===== src/include/dpscd_map.vh =====
// constants for the dual pot spi command decoder
`ifndef DPSCD_MAP_VH
`define DPSCD_MAP_VH
`define DPSCD_ADDR_PREFIX 6'h14
`define DPSCD_OP_WRITE_SETTING 4'hc
`define DPSCD_OP_STATUS 4'h5
`define DPSCD_OP_GLOBAL_LOAD 4'h1
`define DPSCD_OP_GLOBAL_STORE 4'h8
`define DPSCD_OP_SINGLE_STORE 4'he
`define DPSCD_OP_SINGLE_LOAD 4'hd
`define DPSCD_OP_STEP 4'h2
`define DPSCD_STATUS_LOW 4'h1
`define DPSCD_WIPER_MAX 6'h3f
`define DPSCD_WIPER_RESET 6'h00
`define DPSCD_WRITE_TIME_NS 5000000
`define DPSCD_CLK_PERIOD_NS 5
`endif


===== src/core/dpscd_sync.v =====
// two flip-flop synchroniser for one pin level
`timescale 1ns/1ps
`default_nettype none
module dpscd_sync (
    input wire clk, // sampling clock
    input wire rst, // async reset, high
    input wire din, // asynchronous level
    output reg dout // synchronised level
);
    reg meta;
    // first stage feeds only the second stage
    always @(posedge clk or posedge rst) begin
        if (rst) begin
            meta <= 1'b0;
            dout <= 1'b0;
        end else begin
            meta <= din;
            dout <= meta;
        end
    end
endmodule
`default_nettype wire


===== src/core/dpscd_core.v =====
// spi command decoder of a dual 64-tap digital pot
// What this block does
// write setting: addr, 1100, index, 0, pot, data byte top two bits zero
// status read 0101 0001 returns byte with busy flag bit0, bits 7:1 zero
// global load 0001 index 00 loads both wipers from selected setting
// global store 1000 index 00 saves both wipers, program after select rises
// single store 1110 index 0 pot saves one wiper, programs after select rises
// single load 1101 index 0 pot loads one wiper, no data byte
// step command 0010 000 pot, then every bit steps the wiper
// programming starts only after select rises, only for nonvolatile writes; write setting stores its byte at the last data bit
// step bit high moves wiper up one, low moves down one
// a store into setting memory lasts at least the write cycle time
// busy flag shows a running nonvolatile write cycle
// pot bit picks the pot, two index bits pick one of four settings
// frame accepted only with prefix 010100 and strap match, else ignored
// no new nonvolatile write while busy; status still answered
`timescale 1ns/1ps
`default_nettype none
`include "dpscd_map.vh"
module dpscd_core #(
    parameter WRITE_CYCLES = `DPSCD_WRITE_TIME_NS / `DPSCD_CLK_PERIOD_NS // write cycle length
) (
    input wire CLK_SYS, // system clock 200 MHz
    input wire SYS_RST, // async reset, high
    input wire SCK, // spi serial clock pin
    input wire CS_N, // spi chip select pin, low active
    input wire SI, // spi serial data in pin
    output reg SO, // spi serial data out
    output reg SO_OE, // high while driving serial out
    input wire STRAP_ADDRESS_HIGH_BIT, // address strap high
    input wire STRAP_ADDRESS_LOW_BIT, // address strap low
    output wire [5:0] WIPER_POSITION_0, // pot 0 wiper
    output wire [5:0] WIPER_POSITION_1, // pot 1 wiper
    output reg WRITE_IN_PROGRESS_FLAG // nonvolatile write busy
);
    localparam ST_ADDR = 3'd0;
    localparam ST_INSTR = 3'd1;
    localparam ST_DATA = 3'd2;
    localparam ST_STATUS = 3'd3;
    localparam ST_STEP = 3'd4;
    localparam ST_IGNORE = 3'd5;
    localparam ST_DONE = 3'd6;

    wire sck_s, cs_n_s, si_s, cs_sel_s;
    dpscd_sync u_sck (.clk(CLK_SYS), .rst(SYS_RST), .din(SCK), .dout(sck_s));
    // select synced active high: reset leaves it deselected, so no false select rise follows
    dpscd_sync u_cs (.clk(CLK_SYS), .rst(SYS_RST), .din(~CS_N), .dout(cs_sel_s));
    assign cs_n_s = ~cs_sel_s;
    dpscd_sync u_si (.clk(CLK_SYS), .rst(SYS_RST), .din(SI), .dout(si_s));

    reg sck_d, cs_d;
    reg [2:0] state;
    reg [2:0] bit_cnt;
    reg [7:0] shreg;
    reg [7:0] out_sh;
    reg [3:0] opcode;
    reg [1:0] index;
    reg pot;
    reg [5:0] wiper [0:1];
    reg [5:0] setting [0:7];
    reg store_pending;
    reg store_global;
    reg [1:0] store_index;
    reg store_pot;
    reg [31:0] wr_cnt;
    integer i;

    wire sck_rise = sck_s & ~sck_d;
    wire sck_fall = ~sck_s & sck_d;
    wire cs_rise = cs_n_s & ~cs_d;
    wire [7:0] next_shreg = {shreg[6:0], si_s};
    wire last_bit = (bit_cnt == 3'd7);

    assign WIPER_POSITION_0 = wiper[0];
    assign WIPER_POSITION_1 = wiper[1];

    ////////////////////////////////////////////////////////////////
    // frame decoder on sampled serial clock edges
    always @(posedge CLK_SYS or posedge SYS_RST) begin
        if (SYS_RST) begin
            sck_d <= 1'b0;
            cs_d <= 1'b1;
            state <= ST_ADDR;
            bit_cnt <= 3'd0;
            shreg <= 8'h00;
            out_sh <= 8'h00;
            opcode <= 4'h0;
            index <= 2'd0;
            pot <= 1'b0;
            SO <= 1'b0;
            SO_OE <= 1'b0;
            store_pending <= 1'b0;
            store_global <= 1'b0;
            store_index <= 2'd0;
            store_pot <= 1'b0;
            wiper[0] <= `DPSCD_WIPER_RESET;
            wiper[1] <= `DPSCD_WIPER_RESET;
            for (i = 0; i < 8; i = i + 1) begin
                setting[i] <= `DPSCD_WIPER_RESET;
            end
        end else begin
            sck_d <= sck_s;
            cs_d <= cs_n_s;
            if (cs_n_s) begin
                // deselected: frame ends, output released
                state <= ST_ADDR;
                bit_cnt <= 3'd0;
                SO_OE <= 1'b0;
                SO <= 1'b0;
                if (cs_rise && store_pending) begin
                    store_pending <= 1'b0;
                end
            end else if (sck_rise) begin
                bit_cnt <= bit_cnt + 3'd1;
                shreg <= next_shreg;
                case (state)
                    ST_ADDR: begin
                        if (last_bit) begin

                            if (next_shreg[7:2] == `DPSCD_ADDR_PREFIX &&
                                next_shreg[1:0] == {STRAP_ADDRESS_HIGH_BIT, STRAP_ADDRESS_LOW_BIT}) begin
                                state <= ST_INSTR;
                            end else begin
                                state <= ST_IGNORE;
                            end
                        end
                    end
                    ST_INSTR: begin
                        if (last_bit) begin
                            opcode <= next_shreg[7:4];
                            index <= next_shreg[3:2];
                            pot <= next_shreg[0];
                            case (next_shreg[7:4])
                                `DPSCD_OP_STATUS: begin
                                    if (next_shreg[3:0] == `DPSCD_STATUS_LOW) begin
                                        state <= ST_STATUS;
                                        out_sh <= {7'h00, WRITE_IN_PROGRESS_FLAG};
                                    end else begin
                                        state <= ST_IGNORE;
                                    end
                                end
                                `DPSCD_OP_WRITE_SETTING: state <= ST_DATA;
                                `DPSCD_OP_GLOBAL_LOAD: begin

                                    wiper[0] <= setting[{1'b0, next_shreg[3:2]}];
                                    wiper[1] <= setting[{1'b1, next_shreg[3:2]}];
                                    state <= ST_DONE;
                                end
                                `DPSCD_OP_SINGLE_LOAD: begin

                                    wiper[next_shreg[0]] <= setting[{next_shreg[0], next_shreg[3:2]}];
                                    state <= ST_DONE;
                                end
                                `DPSCD_OP_GLOBAL_STORE, `DPSCD_OP_SINGLE_STORE: begin

                                    if (!WRITE_IN_PROGRESS_FLAG) begin
                                        store_pending <= 1'b1;
                                        store_global <= (next_shreg[7:4] == `DPSCD_OP_GLOBAL_STORE);
                                        store_index <= next_shreg[3:2];
                                        store_pot <= next_shreg[0];
                                    end
                                    state <= ST_DONE;
                                end
                                `DPSCD_OP_STEP: state <= ST_STEP;
                                default: state <= ST_IGNORE;
                            endcase
                        end
                    end
                    ST_DATA: begin
                        if (last_bit) begin
                            // upper bits dropped, setting written now, busy waits for select rise
                            if (!WRITE_IN_PROGRESS_FLAG) begin
                                setting[{pot, index}] <= next_shreg[5:0];
                                store_pending <= 1'b1;
                                store_global <= 1'b0;
                                store_index <= index;
                                store_pot <= pot;
                            end
                            state <= ST_DONE;
                        end
                    end
                    ST_STEP: begin
                        // saturate at the ends of the resistor chain
                        if (si_s && wiper[pot] != `DPSCD_WIPER_MAX) begin
                            wiper[pot] <= wiper[pot] + 6'd1;
                        end else if (!si_s && wiper[pot] != 6'h00) begin
                            wiper[pot] <= wiper[pot] - 6'd1;
                        end
                    end
                    default: begin
                    end
                endcase
            end else if (sck_fall && state == ST_STATUS) begin
                // status byte shifts out msb first on falling edges
                SO_OE <= 1'b1;
                SO <= out_sh[7];
                out_sh <= {out_sh[6:0], 1'b0};
            end
            // stores copy wipers at select rise; R10 timing below
            if (cs_rise && store_pending && opcode != `DPSCD_OP_WRITE_SETTING) begin
                if (store_global) begin
                    setting[{1'b0, store_index}] <= wiper[0];
                    setting[{1'b1, store_index}] <= wiper[1];
                end else begin
                    setting[{store_pot, store_index}] <= wiper[store_pot];
                end
            end
        end
    end

    ////////////////////////////////////////////////////////////////
    // write cycle timer; busy flag raised only at select rise
    always @(posedge CLK_SYS or posedge SYS_RST) begin
        if (SYS_RST) begin
            wr_cnt <= 32'd0;
            WRITE_IN_PROGRESS_FLAG <= 1'b0;
        end else if (cs_rise && store_pending) begin
            WRITE_IN_PROGRESS_FLAG <= 1'b1;
            wr_cnt <= WRITE_CYCLES - 1;
        end else if (WRITE_IN_PROGRESS_FLAG) begin
            if (wr_cnt == 32'd0) begin
                WRITE_IN_PROGRESS_FLAG <= 1'b0;
            end else begin
                wr_cnt <= wr_cnt - 32'd1;
            end
        end
    end
endmodule
`default_nettype wire


===== config.mk =====
export PLATFORM = sky130hd
export DESIGN_NAME = dpscd_core
export DESIGN_NICKNAME = d
export VERILOG_FILES = /design/src/core/dpscd_sync.v /design/src/core/dpscd_core.v
export VERILOG_INCLUDE_DIRS = /design/src /design/src/include
export SDC_FILE = /design/constraint.sdc
export NUM_CORES = 1
export LEC_CHECK = 0
export ABC_AREA = 1
export BUFFER_PORTS_ARGS = -buffer_cell sky130_fd_sc_hd__buf_2
export CAP_MARGIN = 20
export CORE_AREA = 2 2 134 136
export CTS_CLUSTER_DIAMETER = 100
export DETAILED_ROUTE_END_ITERATION = 8
export DIE_AREA = 0 0 136 138
export GPL_ROUTABILITY_DRIVEN = 0
export GPL_TIMING_DRIVEN = 0
export PLACE_DENSITY_LB_ADDON = 0.15
export SETUP_SLACK_MARGIN = 0.05
export SLEW_MARGIN = 20
export SYNTH_ARGS = -nofsm -noshare
export SYNTH_HDL_FRONTEND = slang
export SYNTH_SLANG_ARGS = --single-unit
export TNS_END_PERCENT = 5

===== constraint.sdc =====
create_clock -name CLK_SYS -period 8.6 [get_ports CLK_SYS]
set_input_delay 0.86 -clock CLK_SYS [delete_from_list [all_inputs] [get_ports CLK_SYS]]
set_output_delay 0.86 -clock CLK_SYS [all_outputs]
set_load 0.02 [all_outputs]

Word-level counts from Yosys, hierarchy flattened
Cells that the tools add are included.

Bits in registers: 136. Bits in latches: 0. RAM bits: 0. Bits in read-only memories: 0. Memories: 0.

Add/subtract/negate cells: 4. $mul: 0. Div/mod/pow operators: 0. Order comparisons: 16. Equality and inequality tests: 38. Shift-type cells: 0. Mux-type cells: 101. Bitwise logic cells: 18. Reductions and logical operators: 32.

Operator list (count): $mux W48 (7); $bwmux W48 (4); $mux W6 (18); $mux W32 (3); $demux W6 S3 (4); $bmux W6 S3 (3); $mux W8 (6); $pmux W12 S2 (2); $bwmux W12 (3); $mux W12 (3); $logic_not A32 Y1 (1); $sub A32 B1 Y32 const B (1); $ge A4 B4 Y1 const B (7); $mux W3 (9); $mux W1 (26); $not A3 Y4 (5); $ne A2 B2 Y1 const B (9); $ne A3 B3 Y1 const B (6); $reduce_and A6 Y1 (3); $eq A4 B4 Y1 const B (4); $lt A4 B1 Y1 const B (4); $demux W6 S1 (2); $logic_and A1 B1 Y1 (12); $pmux W3 S4 (1); other kinds (35) (66).

Logic depth before layout (Yosys ltp)
Depth after elaboration: 15. Depth in mapped cells: 16.

By module
Synthesis repeated with hierarchy kept, for this count alone.

Cells, all modules: 1252. Area, all modules: 8693.3 sq um.

By module, submodules not included: dpscd_core (times used 1, cells an instance 1243, area each 8531.9 sq um, sequential area each 3254.4 sq um); dpscd_sync (times used 3, cells an instance 3, area each 53.8 sq um, sequential area each 50.0 sq um).

Worst setup path before layout
OpenSTA, ideal clock, no wires.

Path type: reg-to-reg. Start: reg pot. End: reg wiper (netlist bit WIPER_POSITION_0[1]). Arrival time: 2.078 ns. Data required time: 8.477 ns. Setup slack: 6.399 ns. Cell stages (with the launch flop): 14. Path buffers: 2. Path through: dfrtp_1 buf_4 buf_2 o21ai_1 ha_1 nand3_1 nor2_1 nand2_1 nand2_2 nand3_2 nand3_1 inv_2 nand2_1 o21ai_1.

Longest elaborated chain between the ends: 9. Elaborated cells between the ends (all ways): 22. Classes of those cells: 2 x add/sub; 2 x order compare; 2 x eq/ne; 10 x mux; 1 x bitwise; 5 x reduce/logical.

RTL lines: from (decl) (RTL line dpscd_core.v:58) `reg pot;`; from (signal assigned) (RTL line dpscd_core.v:132) `pot <= next_shreg[0];`; $not A1 Y2 (implied by the code) (*); $mux W6 (implied by the code) (tied with other cells); $mux W6 (implied by the code) / $logic_and A1 B1 Y1 (equally long branches); $mux W6 (on tied branches); $sub A6 B1 Y6 / $demux W6 S1 (equally long branches) (RTL line dpscd_core.v:187, dpscd_core.v:185); $bwmux W12 (RTL line dpscd_core.v:187) `wiper[pot] <= wiper[pot] - 6'd1;`; $mux W12 (RTL line dpscd_core.v:186) `end else if (!si_s && wiper[pot] != 6'h00) begin`; $mux W12 (RTL line dpscd_core.v:184) `` if (si_s && wiper[pot] != `DPSCD_WIPER_MAX) begin ``; $pmux W12 S2 (RTL line dpscd_core.v:116) `case (state)`; to (signal, indexed assignment) (RTL line dpscd_core.v:151) `wiper[next_shreg[0]] <= setting[{next_shreg[0], next_shreg[3:2]}];`; to (signal, indexed assignment) (RTL line dpscd_core.v:185) `wiper[pot] <= wiper[pot] + 6'd1;`; to (signal, indexed assignment) (RTL line dpscd_core.v:187); to (decl) (RTL line dpscd_core.v:59) `reg [5:0] wiper [0:1];`.

Every way passes the cells marked *; elsewhere a longest branch is shown, timed or not. The select of a mux whose other input is x is not followed. A chain may end at the register's enable or synchronous reset.

Worst setup path in the final report
Start: reg pot. End: reg wiper (netlist bit WIPER_POSITION_1[1]).

The elaborated chain is that of the path after synthesis.

==> results.sh <==
export IMPL_place_worst_setup_slack_ns=5.95
export IMPL_synth_edf_count=0
export IMPL_ir_worst_vdd_mv=0.173
export IMPL_core_um2=17500
export IMPL_syn_avg_cell_area_um2=6.76
export IMPL_die_area_um2=18800
export IMPL_fin_crit_sh_pct=31.1
export IMPL_synthCells=1314
export IMPL_worst_slack_ns=5.93
export IMPL_die_w_um=136
export IMPL_hold_ws_ns=0.351
export IMPL_clk_path_buf_depth=2
export IMPL_dr_total_vias=9341
export IMPL_finalClockSkew_ns=0.00831
export IMPL_ys_ff_latch=136
export IMPL_post_cts_setup_buffers=0
export IMPL_num_rows=49
export IMPL_dp_hpwl_um=20100
export IMPL_cp_end_kind="flip-flop"
export IMPL_cp_required_ns=8.92
export IMPL_synth_largest_area_cell="dfrtp_1"
export IMPL_cts_sinks=136
export IMPL_hold_buffers=0
export IMPL_fillCellCount=1725
export IMPL_setup_viol=0
export IMPL_hold_viol_final=0
export IMPL_syn_to_final_growth_pct=11.7
export IMPL_cpMaxStageDelayCell="o21ai_1"
export IMPL_cap_viol_max_count=0
export IMPL_yosysSeqAreaShare_pct=38.3
export IMPL_cp_buffers_inverters=3
export IMPL_drt_iter0_markers=1144
export IMPL_antenna_found_initial=0
export IMPL_tightest_slew_ns=0.895
export IMPL_antenna_left=0
export IMPL_dpl_cell_count=1565
export IMPL_power_leakage_nw=4.92
export IMPL_initial_core_util_pct=50.7
export IMPL_clk_latency_ns=0.44
export IMPL_synth_area_top_cells="dfrtp_1 38%, nand2_1 16%, o21ai_0 8.7%"
export IMPL_crit_family="simple AND/OR/NAND/NOR gates"
export IMPL_fin_nets=1367
export IMPL_start_kind="flip-flop"
export IMPL_synth_ff_type="dfrtp_1"
export IMPL_status="complete, no violations"
export IMPL_grt_pass1_wl_um=45300
export IMPL_synth_nets=1326
export IMPL_cts_tree="built"
export IMPL_maxSlewHeadroom_pct=40.3
export IMPL_syn_area_um2=8890
export IMPL_ios=22
export IMPL_grt_overflow=0
export IMPL_drc=0
export IMPL_stdcell_count=1597
export IMPL_port_buffers=21
export IMPL_final_layout_size_suffix_gt1_share_pct=7.38
export IMPL_grt_max_degree=87
export IMPL_viasPerCell=5.85
export IMPL_critPathMaxFanout=10
export IMPL_wl_per_cell_um=17.8
export IMPL_slowest_delay_ns=0.41
export IMPL_gr_usage_all_layers_pct=31.0
export IMPL_crit_chain="buf_4, buf_2, o21ai_1, ha_1, nand3_1, nor2_1, nand2_1, nand2_2, nand3_2, nand3_1, inv_2, nand2_1, o21ai_1"
export IMPL_slew_violations=0
export IMPL_drt_wl_total_um=28500
export IMPL_dr_pass1_iters=6
export IMPL_root_buffer="clkbuf_16"
export IMPL_netlist_area_leader_share_pct=38.0
export IMPL_n_antenna_cell=0
export IMPL_post_route_min_period_ns=2.67
export IMPL_clk_pin_slew_ns=0.06
export IMPL_cts_buffers=17
export IMPL_grt_pass1_vias=8803
export IMPL_rsz0062_at_grt="false"
export IMPL_die_h_um=138
export IMPL_htreeDepth=4
export IMPL_final_setup_tns_ns=0
export IMPL_ctsResizeCount=0
export IMPL_synth_async_reset_ratio_pct=100
export IMPL_fmax_mhz=374
export IMPL_setup_worst_path_class="reg2reg"
export IMPL_ys_types=40
export IMPL_hold_path_class="reg2reg"
export IMPL_power_density_nw_per_um2=280
export IMPL_arrival_ns=2.99
export IMPL_power_total_mw=2.78
export IMPL_ys_warn_count=0
-- cells by family (layout without fill, tap and decap cells) --
| group | Yosys count | after routing | share of synthesized area, % |
|---|---|---|---|
| XOR/XNOR | 19 | 19 | 1.87 |
| AO/OA/AOI/OAI | 267 | 267 | 16.7 |
| AND/OR/NAND/NOR | 680 | 680 | 33.0 |
| buffers and inverters | 207 | 261 | 9.41 |
| flip-flops | 136 | 136 | 38.3 |
| adder cells (fa/ha/maj) | 5 | 5 | 0.704 |
-- cell usage after synthesis, types with 3 or more instances --
master	n
nand3b_1	7
nor3_4	3
nor3_1	14
clkbuf_1	35
ha_1	5
o211ai_1	17
nand3_2	4
buf_2	7
a31oi_1	5
buf_4	3
nand2_2	7
dfrtp_1	135
nand4_1	21
buf_6	5
buf_1	3
o22ai_1	27
nor3_2	4
o31ai_1	8
nor2_1	118
clkinv_1	3
nand2_1	390
o21ai_0	155
o21ai_1	4
xor2_1	17
o221ai_1	9
a21oi_1	39
inv_1	144
nand3_1	103
inv_2	6
-- layer usage --
layer | part of all wire [%] | wire, um | track usage (%) | vias to the layer above
li1 | - | - | - | 4415
met1 | 41 | 11600 | 40.7 | 4275
met2 | 45 | 12700 | 47.6 | 531
met3 | 9.1 | 2590 | 6.16 | 118
met4 | 5.4 | 1530 | 17.2 | 2
met5 | 0.056 | 16 | 0 | -
-- layout make-up --
cell class	instances	area, um2	share of cell area [%]
clock buffers	22	464	4.68
plain buffers	53	256	2.59
flip-flops and latches	136	3400	34.3
clock inverters	10	145	1.46
well taps	229	287	2.89
repair buffers	22	133	1.34
inverters	154	587	5.91
multi-input cells	971	4650	46.8
-- where the power goes --
group / switching (mW) / leakage, nW / internal (mW)
clock: 0.295 / 0.291 / 0.474
sequential: 0.159 / 1.81 / 0.773
combinational: 0.749 / 2.83 / 0.328
total: 1.20 / 4.92 / 1.57
-- worst paths after layout --
path | end | slack [ns] | cells after the start | startpoint
max | WIPER_POSITION_1[1] | 5.93 | 13 | pot
min | u_cs.dout | 0.35 | 0 | u_cs.meta
max reg2reg | WIPER_POSITION_1[1] | 5.93 | 13 | pot
min reg2reg | u_cs.dout | 0.35 | 0 | u_cs.meta
max in group asynchronous | wr_cnt[15] | 7.42 | 3 | SYS_RST
min in group asynchronous | opcode[2] | 0.41 | 2 | SYS_RST
-- state kept, by name, summed over array words and instances, names as in the netlist, 2 cells and up --
| name | flops |
|---|---|
| setting | 48 |
| wr_cnt | 32 |
| out_sh | 8 |
| shreg | 7 |
| WIPER_POSITION_0 | 6 |
| WIPER_POSITION_1 | 6 |
| opcode | 4 |
| bit_cnt | 3 |
| state | 3 |
| index | 2 |
| store_index | 2 |
-- cells in the final DEF (no fill, tap or decap), types with 5 or more instances in the layout --
cell and instances:
xor2_1 17, dfrtp_1 135, o211ai_1 17, nand2_1 390, buf_6 5, o22ai_1 27, nand3b_1 7, clkbuf_1 38
buf_2 28, inv_2 6, clkbuf_16 17, o21ai_0 155, inv_1 143, o31ai_1 8, nand3_1 103, nand2_2 7
nor3_1 14, ha_1 5, a21oi_1 39, o221ai_1 9, a31oi_1 5, nand4_1 21, nor2_1 118
-- per-stage QoR --
step                      cell area (um2)  util [%]
after floorplan                      8890         -
after global placement               9280      52.9
after detailed placement             9310      53.1
after CTS                            9920      56.6
after global routing                 9920      56.6
final                                9920      56.6
-- worst register-to-register path, cell delays in order (launching register included) --
cell	delay, ns
dfrtp_1	0.37
buf_4	0.18
buf_2	0.22
o21ai_1	0.42
ha_1	0.28
nand3_1	0.09
nor2_1	0.14
nand2_1	0.08
nand2_2	0.15
nand3_2	0.17
nand3_1	0.25
inv_2	0.09
nand2_1	0.07
o21ai_1	0.06
No activity file was read; power rests on OpenSTA's default activity.
